<file path="config.mk">
export PLATFORM = sky130hd
export DESIGN_NAME = port_wake_and_irq_regs
export DESIGN_NICKNAME = d
export VERILOG_FILES = /design/src/design/port_regs_pkg.sv /design/src/design/port_wake_and_irq_regs.sv
export SDC_FILE = /design/constraint.sdc
export NUM_CORES = 1
export LEC_CHECK = 0
export BUFFER_PORTS_ARGS = -buffer_cell sky130_fd_sc_hd__buf_2
export CORE_MARGIN = 2
export CORE_UTILIZATION = 35
export CTS_CLUSTER_DIAMETER = 60
export DETAILED_ROUTE_END_ITERATION = 8
export SETUP_SLACK_MARGIN = 0.4
export SYNTH_ARGS = -nofsm -noshare
export SYNTH_HDL_FRONTEND = slang
export SYNTH_SLANG_ARGS = --single-unit
</file>
<file path="constraint.sdc">
create_clock -name clk_sys -period 3.8 [get_ports clk_sys]
set_input_delay 0.38 -clock clk_sys [delete_from_list [all_inputs] [get_ports clk_sys]]
set_output_delay 0.38 -clock clk_sys [all_outputs]
set_load 0.005 [all_outputs]
</file>
<file path="src/design/port_regs_pkg.sv">
package port_regs_pkg;

  // port slices, numbered 1 to 3 in the upper address nibble
  localparam int NUM_PORTS = 3;
  // index of the MAC port (port 3), which has no integrated PHY
  localparam int MAC_PORT_IDX = 2;

  // address split: port nibble, must-be-zero nibble, byte offset
  localparam int ADDR_W = 16;
  localparam int PORT_LSB = 12;
  localparam int PAGE_LSB = 8;
  localparam int OFS_LSB = 0;
  localparam logic [3:0] PAGE_ZERO = 4'h0;
  localparam logic [3:0] GLOBAL_PORT = 4'h0;

  // per-port byte offsets
  localparam logic [7:0] OFS_C1_TAG_LOW = 8'h05;
  localparam logic [7:0] OFS_C2_TAG_HIGH = 8'h06;
  localparam logic [7:0] OFS_C2_TAG_LOW = 8'h07;
  localparam logic [7:0] OFS_C1_TYPE_HI = 8'h08;
  localparam logic [7:0] OFS_C1_TYPE_LO = 8'h09;
  localparam logic [7:0] OFS_C2_TYPE_HI = 8'h0A;
  localparam logic [7:0] OFS_C2_TYPE_LO = 8'h0B;
  localparam logic [7:0] OFS_WAKE_LATCH = 8'h13;
  localparam logic [7:0] OFS_WAKE_ENABLE = 8'h17;
  localparam logic [7:0] OFS_IRQ_SUMMARY = 8'h1B;
  localparam logic [7:0] OFS_IRQ_MASK = 8'h1F;

  // block interrupt registers in the global page
  localparam logic [7:0] OFS_BLK_STATUS = 8'hE0;
  localparam logic [7:0] OFS_BLK_CLEAR = 8'hE1;
  localparam logic [7:0] OFS_BLK_ENABLE = 8'hE2;

  // reset values
  localparam logic [7:0] RST_C1_TAG_LOW = 8'h02;
  localparam logic [7:0] RST_C2_TAG_HIGH = 8'h40;
  localparam logic [7:0] RST_C2_TAG_LOW = 8'h03;
  localparam logic [15:0] RST_ETHERTYPE = 16'h88B5;
  localparam logic [2:0] RST_FIELD3 = 3'h0;
  localparam logic [3:0] RST_FIELD4 = 4'h0;
  localparam logic [7:0] RD_ZERO = 8'h00;

  // wake latch / wake enable bit positions
  localparam int WAKE_MAGIC_BIT = 2;
  localparam int WAKE_LINK_BIT = 1;
  localparam int WAKE_ENERGY_BIT = 0;

  // port interrupt summary / mask bit positions
  localparam int IRQ_PTP_BIT = 2;
  localparam int IRQ_PHY_BIT = 1;
  localparam int IRQ_ACL_BIT = 0;

  // block status bit of the power event pin (ports use bits 2:0)
  localparam int BLK_POWER_BIT = 3;

  // register bus request, one cycle per strobe
  typedef struct packed {
    logic wr;
    logic rd;
    logic [ADDR_W-1:0] addr;
    logic [7:0] wdata;
  } reg_req_s;

  // detection pulses and pending levels from one port
  typedef struct packed {
    logic magic_det;
    logic link_up_det;
    logic energy_det;
    logic ptp_pending;
    logic phy_pending;
    logic acl_hit;
  } port_ev_s;

endpackage : port_regs_pkg

</file>
<file path="src/design/port_wake_and_irq_regs.sv">
`timescale 1ns/1ps
// How it works
// - class 1 tag low byte holds VID bits 7:0, read/write, resets to 0x02.
// - class 2 tag high byte: priority 7:5, CFI 4, VID 11:8; resets 0x40.
// - class 2 tag low byte holds VID bits 7:0, read/write, resets to 0x03.
// - wake bit 2 latches on magic packet matching the switch MAC address.
// - wake bit 1 latches on link up; only PHY ports use it.
// - wake bit 0 latches on cable energy; only PHY ports use it.
// - magic enable bit gates magic detection onto the power event pin.
// - link-up enable bit gates link-up detection onto the power event pin.
// - energy enable bit gates energy detection onto the power event pin.
// - summary bit 2 follows pending PTP interrupts; zero on the MAC port.
// - summary bit 1 follows pending PHY interrupts on PHY ports.
// - summary bit 0 sets when a counter-mode ACL entry interrupts.
// - ACL status ignores writes; toggling its mask bit clears it.
// - each summary source is forwarded only while its mask bit is zero.
module port_wake_and_irq_regs (
  input wire logic clk_sys,
  input wire logic srst,
  input wire port_regs_pkg::reg_req_s req,
  output logic [7:0] rdata,
  input wire port_regs_pkg::port_ev_s [port_regs_pkg::NUM_PORTS-1:0] port_ev,
  output logic [port_regs_pkg::NUM_PORTS-1:0] port_irq,
  output logic power_event_pin,
  output logic irq
);

  localparam int NP = port_regs_pkg::NUM_PORTS;

  // per-port read value, forwarded interrupt and power event request
  logic [NP-1:0][7:0] port_rd;
  logic [NP-1:0] port_sel;
  logic [NP-1:0] port_fwd;
  logic [NP-1:0] port_pwr;

  logic [7:0] rd_mux;
  logic [7:0] rdata_q;
  logic [NP-1:0] port_irq_q;
  logic power_event_q;

  // block interrupt registers
  logic [3:0] blk_stat_q;
  logic [3:0] blk_en_q;
  logic [3:0] blk_event;
  logic pwr_rise;
  logic [NP-1:0] fwd_rise;
  logic blk_clr_hit;
  logic blk_en_hit;
  logic irq_q;

  // address fields and global page decode
  logic glb_sel;
  logic [3:0] addr_port;
  logic [3:0] addr_page;
  logic [7:0] ofs;

  // a nonzero page nibble selects nothing, so the upper map reads zero
  assign addr_port = req.addr[port_regs_pkg::PORT_LSB +: 4];
  assign addr_page = req.addr[port_regs_pkg::PAGE_LSB +: 4];
  assign ofs = req.addr[port_regs_pkg::OFS_LSB +: 8];
  assign glb_sel = (addr_port == port_regs_pkg::GLOBAL_PORT) &&
                   (addr_page == port_regs_pkg::PAGE_ZERO);

  genvar gi;
  generate
    for (gi = 0; gi < NP; gi++)
    begin : g_port
      // port N sits at 0xN000, N = index + 1
      localparam logic [3:0] PORT_NUM = 4'(gi + 1);
      // only ports with an integrated PHY see PHY and PTP sources
      localparam logic HAS_PHY = (gi != port_regs_pkg::MAC_PORT_IDX);

      logic sel;
      logic wr_hit;
      logic [7:0] c1_tag_low_q;
      logic [7:0] c2_tag_high_q;
      logic [7:0] c2_tag_low_q;
      logic [15:0] c1_type_q;
      logic [15:0] c2_type_q;
      logic [2:0] wake_latch_q;
      logic [2:0] wake_latch_d;
      logic [2:0] wake_enable_q;
      logic [2:0] wake_det;
      logic [2:0] wake_clr;
      logic [2:0] mask_q;
      logic acl_stat_q;
      logic acl_toggle;
      logic [2:0] summary;

      assign sel = (addr_port == PORT_NUM) &&
                   (addr_page == port_regs_pkg::PAGE_ZERO);
      assign wr_hit = req.wr && sel;
      assign port_sel[gi] = sel;

      // stream reservation tags, plain read/write storage
      always_ff @(posedge clk_sys)
      begin
        if (srst)
        begin
          c1_tag_low_q <= port_regs_pkg::RST_C1_TAG_LOW;
          c2_tag_high_q <= port_regs_pkg::RST_C2_TAG_HIGH;
          c2_tag_low_q <= port_regs_pkg::RST_C2_TAG_LOW;
        end
        else if (wr_hit)
        begin
          if (ofs == port_regs_pkg::OFS_C1_TAG_LOW)
          begin
            c1_tag_low_q <= req.wdata;
          end
          if (ofs == port_regs_pkg::OFS_C2_TAG_HIGH)
          begin
            c2_tag_high_q <= req.wdata;
          end
          if (ofs == port_regs_pkg::OFS_C2_TAG_LOW)
          begin
            c2_tag_low_q <= req.wdata;
          end
        end
      end

      // ethertypes: high byte at the even address, low byte at the odd one
      always_ff @(posedge clk_sys)
      begin
        if (srst)
        begin
          c1_type_q <= port_regs_pkg::RST_ETHERTYPE;
          c2_type_q <= port_regs_pkg::RST_ETHERTYPE;
        end
        else if (wr_hit)
        begin
          if (ofs == port_regs_pkg::OFS_C1_TYPE_HI)
          begin
            c1_type_q[15:8] <= req.wdata;
          end
          if (ofs == port_regs_pkg::OFS_C1_TYPE_LO)
          begin
            c1_type_q[7:0] <= req.wdata;
          end
          if (ofs == port_regs_pkg::OFS_C2_TYPE_HI)
          begin
            c2_type_q[15:8] <= req.wdata;
          end
          if (ofs == port_regs_pkg::OFS_C2_TYPE_LO)
          begin
            c2_type_q[7:0] <= req.wdata;
          end
        end
      end

      // detections; link and energy are dead on the MAC port
      always_comb
      begin
        wake_det = '0;
        wake_det[port_regs_pkg::WAKE_MAGIC_BIT] = port_ev[gi].magic_det;
        wake_det[port_regs_pkg::WAKE_LINK_BIT] =
          port_ev[gi].link_up_det && HAS_PHY;
        wake_det[port_regs_pkg::WAKE_ENERGY_BIT] =
          port_ev[gi].energy_det && HAS_PHY;
      end

      // write-one-to-clear; a detection in the same cycle wins
      assign wake_clr = (wr_hit && ofs == port_regs_pkg::OFS_WAKE_LATCH) ?
                        req.wdata[2:0] : port_regs_pkg::RST_FIELD3;
      assign wake_latch_d = (wake_latch_q & ~wake_clr) | wake_det;

      always_ff @(posedge clk_sys)
      begin
        if (srst)
        begin
          wake_latch_q <= port_regs_pkg::RST_FIELD3;
        end
        else
        begin
          wake_latch_q <= wake_latch_d;
        end
      end

      // wake enables, read/write
      always_ff @(posedge clk_sys)
      begin
        if (srst)
        begin
          wake_enable_q <= port_regs_pkg::RST_FIELD3;
        end
        else if (wr_hit && ofs == port_regs_pkg::OFS_WAKE_ENABLE)
        begin
          wake_enable_q <= req.wdata[2:0];
        end
      end

      // pin request holds while an enabled latch bit stays set
      assign port_pwr[gi] = |(wake_latch_q & wake_enable_q);

      // toggle of the ACL mask bit is the only way to clear ACL status
      assign acl_toggle = wr_hit && (ofs == port_regs_pkg::OFS_IRQ_MASK) &&
        (req.wdata[port_regs_pkg::IRQ_ACL_BIT] !=
         mask_q[port_regs_pkg::IRQ_ACL_BIT]);

      always_ff @(posedge clk_sys)
      begin
        if (srst)
        begin
          mask_q <= port_regs_pkg::RST_FIELD3;
        end
        else if (wr_hit && ofs == port_regs_pkg::OFS_IRQ_MASK)
        begin
          mask_q <= req.wdata[2:0];
        end
      end

      // ACL status: set wins over a toggle in the same cycle
      always_ff @(posedge clk_sys)
      begin
        if (srst)
        begin
          acl_stat_q <= 1'b0;
        end
        else
        begin
          acl_stat_q <= port_ev[gi].acl_hit ||
                        (acl_stat_q && !acl_toggle);
        end
      end

      // PTP and PHY bits mirror the pending levels of the sources
      always_comb
      begin
        summary = '0;
        summary[port_regs_pkg::IRQ_PTP_BIT] =
          port_ev[gi].ptp_pending && HAS_PHY;
        summary[port_regs_pkg::IRQ_PHY_BIT] =
          port_ev[gi].phy_pending && HAS_PHY;
        summary[port_regs_pkg::IRQ_ACL_BIT] = acl_stat_q;
      end

      // mask bit of one disables its source
      assign port_fwd[gi] = |(summary & ~mask_q);

      // read value of this slice; reserved bits read as zero
      always_comb
      begin
        port_rd[gi] = port_regs_pkg::RD_ZERO;
        unique case (ofs)
          port_regs_pkg::OFS_C1_TAG_LOW: port_rd[gi] = c1_tag_low_q;
          port_regs_pkg::OFS_C2_TAG_HIGH: port_rd[gi] = c2_tag_high_q;
          port_regs_pkg::OFS_C2_TAG_LOW: port_rd[gi] = c2_tag_low_q;
          port_regs_pkg::OFS_C1_TYPE_HI: port_rd[gi] = c1_type_q[15:8];
          port_regs_pkg::OFS_C1_TYPE_LO: port_rd[gi] = c1_type_q[7:0];
          port_regs_pkg::OFS_C2_TYPE_HI: port_rd[gi] = c2_type_q[15:8];
          port_regs_pkg::OFS_C2_TYPE_LO: port_rd[gi] = c2_type_q[7:0];
          port_regs_pkg::OFS_WAKE_LATCH:
            port_rd[gi] = {5'h00, wake_latch_q};
          port_regs_pkg::OFS_WAKE_ENABLE:
            port_rd[gi] = {5'h00, wake_enable_q};
          port_regs_pkg::OFS_IRQ_SUMMARY:
            port_rd[gi] = {5'h00, summary};
          port_regs_pkg::OFS_IRQ_MASK: port_rd[gi] = {5'h00, mask_q};
          default: port_rd[gi] = port_regs_pkg::RD_ZERO;
        endcase
      end
    end
  endgenerate

  // registered level outputs; one cycle later than the status they follow
  always_ff @(posedge clk_sys)
  begin
    if (srst)
    begin
      port_irq_q <= '0;
      power_event_q <= 1'b0;
    end
    else
    begin
      port_irq_q <= port_fwd;
      power_event_q <= |port_pwr;
    end
  end

  // rising edges of the forwarded lines feed the sticky block status;
  // the registered copies reset low like the lines, so reset adds no edge
  assign pwr_rise = |port_pwr && !power_event_q;
  assign fwd_rise = port_fwd & ~port_irq_q;
  assign blk_event = {pwr_rise, fwd_rise};

  // block register write hits in the global page
  assign blk_clr_hit = req.wr && glb_sel &&
                       (ofs == port_regs_pkg::OFS_BLK_CLEAR);
  assign blk_en_hit = req.wr && glb_sel &&
                      (ofs == port_regs_pkg::OFS_BLK_ENABLE);

  // sticky status; a new event beats a clear written in the same cycle
  always_ff @(posedge clk_sys)
  begin
    if (srst)
    begin
      blk_stat_q <= port_regs_pkg::RST_FIELD4;
    end
    else if (blk_clr_hit)
    begin
      blk_stat_q <= (blk_stat_q & ~req.wdata[3:0]) | blk_event;
    end
    else
    begin
      blk_stat_q <= blk_stat_q | blk_event;
    end
  end

  // block interrupt enables
  always_ff @(posedge clk_sys)
  begin
    if (srst)
    begin
      blk_en_q <= port_regs_pkg::RST_FIELD4;
    end
    else if (blk_en_hit)
    begin
      blk_en_q <= req.wdata[3:0];
    end
  end

  // interrupt follows status one cycle later, from a flop
  always_ff @(posedge clk_sys)
  begin
    if (srst)
    begin
      irq_q <= 1'b0;
    end
    else
    begin
      irq_q <= |(blk_stat_q & blk_en_q);
    end
  end

  // read select; unmapped addresses and the clear register read zero
  always_comb
  begin
    rd_mux = port_regs_pkg::RD_ZERO;
    for (int i = 0; i < NP; i++)
    begin
      if (port_sel[i])
      begin
        rd_mux = port_rd[i];
      end
    end
    if (glb_sel && ofs == port_regs_pkg::OFS_BLK_STATUS)
    begin
      rd_mux = {4'h0, blk_stat_q};
    end
    if (glb_sel && ofs == port_regs_pkg::OFS_BLK_ENABLE)
    begin
      rd_mux = {4'h0, blk_en_q};
    end
  end

  // read data valid only in the cycle after the strobe, zero otherwise
  always_ff @(posedge clk_sys)
  begin
    if (srst)
    begin
      rdata_q <= port_regs_pkg::RD_ZERO;
    end
    else
    begin
      rdata_q <= req.rd ? rd_mux : port_regs_pkg::RD_ZERO;
    end
  end

  assign rdata = rdata_q;
  assign port_irq = port_irq_q;
  assign power_event_pin = power_event_q;
  assign irq = irq_q;

endmodule : port_wake_and_irq_regs

</file>
==> impl_metrics.ini, run 1 <==
[outcome]
run_status = finished, final reports clean

[critical_path]
setup.worst_path.start = req[13]
crit_chain = buf_2 > nor4_1 > nand2_1 > o211ai_1 > nand2_1 > o32ai_1
max_stage_delay_ns = 0.73
critical_path_peak_fanout = 6
timing.critical_path.from_type = input port
timing.critical_path.mode_cell = nand2_1
end_kind = flop
arr_time_crit_path_ns = 2.96
critical_path.reg2reg.startpoint = g_port[0].mask_q[2]
critical_path_required_ns = 4.17
r2r_setup_slack_ns = 1.97
critical_path_class = in -> reg
crit_slowest_cell = nor4_1

[finish]
layout-drive-gt1-share_pct = 14.7
finalNetCount = 1297
synthToLayoutAreaGrowth_pct = 13.7
layout_common_cells = nand2_1 (316), dfxtp_1 (219), a21oi_1 (147)
layout.cells.most_common = nand2_1
finish.instance_area_um2 = 11500
layout.filler_cells = 2966
post-route-util_pct = 40.3

[power_and_ir_drop]
power_density_nw_per_um2 = 441
power.static_leakage_uw = 0.00392
power.ir.vdd_worst_uv = 230

[cts]
holdBufCountCts = 0
ctsResizeCount = 0
ctsLongestPathBuffers = 3
ctsRootBufferMaster = clkbuf_16
clk_pin_slew_worst_paths_ns = 0.06
cts_htree_levels = 1
insertion_delay_ns = 0.53
cts_made_buffers = 26
cts_post_setup_buffers_inserted = 0
cts_tree = yes
numClockSinks = 219

[timing]
period_needed_ns = 2.60
max_clock_freq_mhz = 385
setup-violations-final = 0
worst_clock_skew_ns = 0.00990
slew_headroom_pct = 41.6
slew_at_the_pin_closest_to_its_max_slew_limit_ns = 0.876
slew_violations = 0
finalHoldViolations = 0
final_min_period_over_clock_period_pct = 68.4
fin_setup_tns_ns = 0
grt_setup_unrepaired = no
whs_ns = 0.0518

[drt]
dr.first_iter.drc_count = 854
routed_wirelength_um = 32500
detailed_route_wire_length_per_cell_um = 19.7
first_pass_iters = 5
dr_drc_count = 0
antenna_left = 0
route.vias.total = 9179
via_per_inst = 5.56

[placement]
dpl.hpwl_um = 21500
routability_driven_placement_congestion_ratio = 0.894
port_buffers = 54
placedInstanceArea_um2 = 10600

[yosys]
ys_types = 67
synthXorXnorAreaFrac_pct = 0.260
yosys.area_share.adder_pct = 0
synth_seq_area_share_pct = 43.4
synth.mux.area_fraction_pct = 10.8
synth_area_um2 = 10100
count_of_flip_flops_with_a_built_in_enable_after_synthesis = 0
async_reset_ff_share_pct = 0
synthCells = 1235
synth.ff_latch_count = 219
synthesis.area_per_instance_um2 = 8.19
synth_fp_nets = 1281
synthSimpleGateAreaFrac_pct = 26.1
top_reg_cell_synth = dfxtp_1
yosys_warnings = 0
synth_top_family_by_area = simple AND/OR/NAND/NOR gates
synth_compound_gate_area_share_pct = 14.7

[global_routing]
grt_pass1_wl_um = 51000
antenna_violations_before_repair = 1
maximum_number_of_pins_on_one_net_before_global_route_repair = 77
gr-total-overflow = 0
grt.total_usage_pct = 21.1
first_global_vias = 8779

[min_path]
worst_hold_startpoint = port_ev[3]
holdCritPathClass = in -> reg

[die]
start_util_pct = 35.4
die-area_um2 = 30300
num_rows = 62
boundaryPins = 59
die-height_um = 174
design.core.area_um2 = 28500
fp.dieW_um = 174

[job]
timing.max_cap.violations = 0
area by class of cell:
class	instances	area [µm²]	share of cell area (%)
repair buffers	82	483	4.20
diodes	1	2.50	0.0218
well taps	384	480	4.18
clock inverters	8	97.6	0.849
clock buffers	35	746	6.49
flip-flops and latches	219	4380	38.1
inverters	13	48.8	0.425
multi-input cells	909	5250	45.7
path summary, 6_finish.rpt:
path | to | depth (start not counted)
setup / recovery | rdata[3] | 6
hold / removal | g_port[0].wake_latch_q[0] | 3
setup reg to reg | rdata[2] | 4
hold reg to reg | g_port[1].c1_type_q[12] | 2
cells in the mapped netlist (3+ instances only):
| master | number | area (µm²) |
|---|---|---|
| nor2_1 | 58 | 218 |
| nor2b_1 | 5 | 31.3 |
| a21oi_1 | 147 | 736 |
| dfxtp_1 | 219 | 4380 |
| xor2_1 | 3 | 26.3 |
| a31oi_1 | 3 | 18.8 |
| nor3_1 | 8 | 40.0 |
| nor3_4 | 3 | 48.8 |
| a222oi_1 | 3 | 30.0 |
| nor4_1 | 5 | 31.3 |
| clkbuf_1 | 55 | 206 |
| a32oi_1 | 5 | 43.8 |
| nand3_1 | 126 | 631 |
| nor3_2 | 4 | 40.0 |
| o22ai_1 | 5 | 31.3 |
| mux2i_1 | 55 | 551 |
| or3_1 | 3 | 18.8 |
| inv_1 | 13 | 48.8 |
| buf_1 | 4 | 15.0 |
| a22o_1 | 4 | 35.0 |
| nor3b_1 | 3 | 22.5 |
| buf_4 | 6 | 45.0 |
| o21ai_0 | 15 | 75.1 |
| a221oi_1 | 3 | 26.3 |
| a211oi_1 | 3 | 22.5 |
| buf_2 | 26 | 130 |
| o32ai_1 | 3 | 26.3 |
| nand2_1 | 316 | 1190 |
| o211ai_1 | 3 | 22.5 |
| mux4_2 | 15 | 338 |
| and2_1 | 4 | 25.0 |
| nand2b_1 | 5 | 31.3 |
| a32o_1 | 3 | 30.0 |
| mux2_2 | 18 | 203 |
| and3_1 | 5 | 31.3 |
| o2bb2ai_1 | 3 | 26.3 |
| a22oi_1 | 29 | 218 |
| nor2_4 | 10 | 113 |
sequential cells by signal, indices dropped and copies added, names as in the netlist, 9 cells and up:
register,cells
g_port.c1_tag_low_q,24
g_port.c1_type_q,48
g_port.c2_tag_high_q,24
g_port.c2_tag_low_q,24
g_port.c2_type_q,48
g_port.mask_q,9
g_port.wake_enable_q,9
g_port.wake_latch_q,9
stage by stage:
step	power [µW]	setup slack [ns]	instances
after floorplan	2530	1.77	1235
after global placement	2630	0.822	1607
after detailed placement	2630	0.812	1607
after CTS	5100	1.33	1650
after global routing	5220	1.14	1650
final	5070	1.20	1651
critical path: cells and delay by family:
family	cells	cell delay (ns)
AOI/OAI and AO/OA	2	1.03
buffers and inverters	1	0.12
and+or+nand+nor	3	1.43
power by group:
group          leakage (µW)  switching, µW  internal, µW
Clock              0.000419            983          1500
Sequential          0.00177           10.5          2310
Combinational       0.00173            194          75.4
Total               0.00392           1190          3880
cells by family after synthesis:
kind of cell	count (synthesis)
xor+xnor	3
mux	88
simple gates	573
buf+inv	107
compound gates	245
flops	219
routing by layer:
| layer | up-vias | share of wire, % | global-route usage, % |
|---|---|---|---|
| met5 | - | 0 | 0 |
| met1 | 4378 | 45 | 30.3 |
| met2 | 376 | 44 | 32.9 |
| met4 | 0 | 3.2 | 6.34 |
| li1 | 4352 | - | - |
| met3 | 73 | 7.6 | 3.02 |
(Power assumes the default switching activity.)
==> run 2: changes to the inputs <==
==> constraint.sdc (replaced) <==
create_clock -name clk_sys -period 2.2 [get_ports clk_sys]
set_input_delay 0.22 -clock clk_sys [delete_from_list [all_inputs] [get_ports clk_sys]]
set_output_delay 0.22 -clock clk_sys [all_outputs]
set_load 0.005 [all_outputs]
==> impl_metrics.ini, run 2 (same netlist as run 1, synthesis figures left out) <==
[outcome]
run_status = finished, final reports clean

[cts]
cts_tree = yes
cts_post_setup_buffers_inserted = 0
insertion_delay_ns = 0.52
numClockSinks = 219
cts_htree_levels = 1
ctsRootBufferMaster = clkbuf_16
cts_made_buffers = 25
ctsLongestPathBuffers = 3
clk_pin_slew_worst_paths_ns = 0.06

[placement]
routability_driven_placement_congestion_ratio = 0.945
port_buffers = 54
dpl.hpwl_um = 22700
setup_ws_pre_cts_ns = -0.238

[critical_path]
max_stage_delay_ns = 0.38
timing.critical_path.from_type = input port
critical_path_class = in -> reg
critical_path_peak_fanout = 30
crit_chain = buf_2 > buf_12 > nand2_1 > or2_4 > o211ai_1 > nand2_1 > nor3_1
end_kind = flop
timing.critical_path.mode_cell = nand2_1
critical_path_required_ns = 2.59
crit_slowest_cell = nor3_1
arr_time_crit_path_ns = 2.16

[finish]
insertedDiodeCount = 0
layout_common_cells = nand2_1 (315), dfxtp_1 (219), a21oi_1 (147)
finalNetCount = 1363
reg.largest.list = g_port.c1_type_q (48), g_port.c2_type_q (48)
layout.filler_cells = 2886
layout-drive-gt1-share_pct = 18.7
synthToLayoutAreaGrowth_pct = 21.0
post-route-util_pct = 42.9
layout.cells.most_common = nand2_1

[timing]
max_clock_freq_mhz = 563
worst_clock_skew_ns = 0.0141
grt_setup_unrepaired = yes
setup-violations-final = 0
slew_at_the_pin_closest_to_its_max_slew_limit_ns = 0.733
final_min_period_over_clock_period_pct = 80.8
finalHoldViolations = 0
period_needed_ns = 1.78
final_critical_path_setup_slack_ns = 0.423
slew_headroom_pct = 51.1
slew_violations = 0

[global_routing]
maximum_number_of_pins_on_one_net_before_global_route_repair = 61
gr-total-overflow = 0
grt_pass1_wl_um = 51100
first_global_vias = 8943
grt.total_usage_pct = 21.3
antenna_violations_before_repair = 0

[drt]
detailed_route_wire_length_per_cell_um = 19.2
routed_wirelength_um = 32900
route.vias.total = 9422
first_pass_iters = 5
via_per_inst = 5.48
antenna_left = 0
dr_drc_count = 0
dr.first_iter.drc_count = 1057

[job]
timing.max_cap.violations = 0

[die]
boundaryPins = 59
die-height_um = 174
die-area_um2 = 30300
start_util_pct = 35.4
num_rows = 62
fp.dieW_um = 174
design.core.area_um2 = 28500

[power_and_ir_drop]
total_power_uw = 8670
power.ir.vdd_worst_uv = 447
power.static_leakage_uw = 0.00428
power_density_nw_per_um2 = 708

[min_path]
holdCritPathClass = in -> reg
run 2: cell count changes in the layout (fill, tap and decap cells not counted), sizes merged:
| cell | delta |
|---|---|
| buf | +57 |
| clkbuf | +3 |
| clkinv | -1 |
| diode | -1 |
| dlygate4sd3 | +10 |
run 2: worst max-delay path: cells and delay by family:
family	cells	cell delay, ns
AO/OA/AOI/OAI	1	0.14
AND/OR/NAND/NOR	4	1.30
buffers and inverters	2	0.46
run 2: final cells by class:
cell class	count	area, µm²	share of cell area [%]
multi-input combinational	909	5310	43.4
tap	384	480	3.93
clock inverter	7	88.8	0.726
sequential	219	4380	35.8
inverter	13	48.8	0.399
clock buffer	38	724	5.92
timing repair buffer	149	1200	9.80
run 2: repair_timing:
| item | 4_1_cts | 5_1_grt |
|---|---|---|
| gates resized for setup | 2 | 10 |
| setup endpoints to repair | 2 | 17 |
| hold endpoints to repair | 10 | 0 |
| hold buffers | 10 | 0 |
| cloned | 0 | 0 |
run 2: stage by stage:
step	hold WS [ns]	cells	cell area, µm²	setup TNS (ns)
2_1_floorplan	0.337	1235	10100	0
3_3_place_gp	0.427	1664	11300	-0.712
3_5_place_dp	0.435	1664	11300	-3.75
4_1_cts	0.0523	1719	12200	0
5_1_grt	0.0604	1719	12200	0
6_report	0.0651	1719	12200	0
run 2: per-layer routing:
metal | wire length (µm) | global-route usage, % | share of wire, %
met5 | 0 | 0.160 | 0
met4 | 617 | 4.41 | 1.9
met3 | 2410 | 3.63 | 7.3
met2 | 15200 | 34.9 | 46
met1 | 14800 | 29.4 | 45
run 2: path summary, 6_finish.rpt:
path                                              from                     end  slack [ns]  cells after the start
worst max-delay path                            req[8]                rdata[6]        0.42                      7
worst min-delay path                              srst    g_port[1].acl_stat_q        0.07                      2
worst min register to register  g_port[2].c1_type_q[8]  g_port[2].c1_type_q[8]        0.45                      2
worst max register to register     g_port[0].mask_q[2]                rdata[2]        0.46                      4
run 2: power by group:
group / switching, µW / internal, µW / total, µW
sequential: 18.8 / 3990 / 4010
clock: 1630 / 2500 / 4130
combinational: 349 / 185 / 534
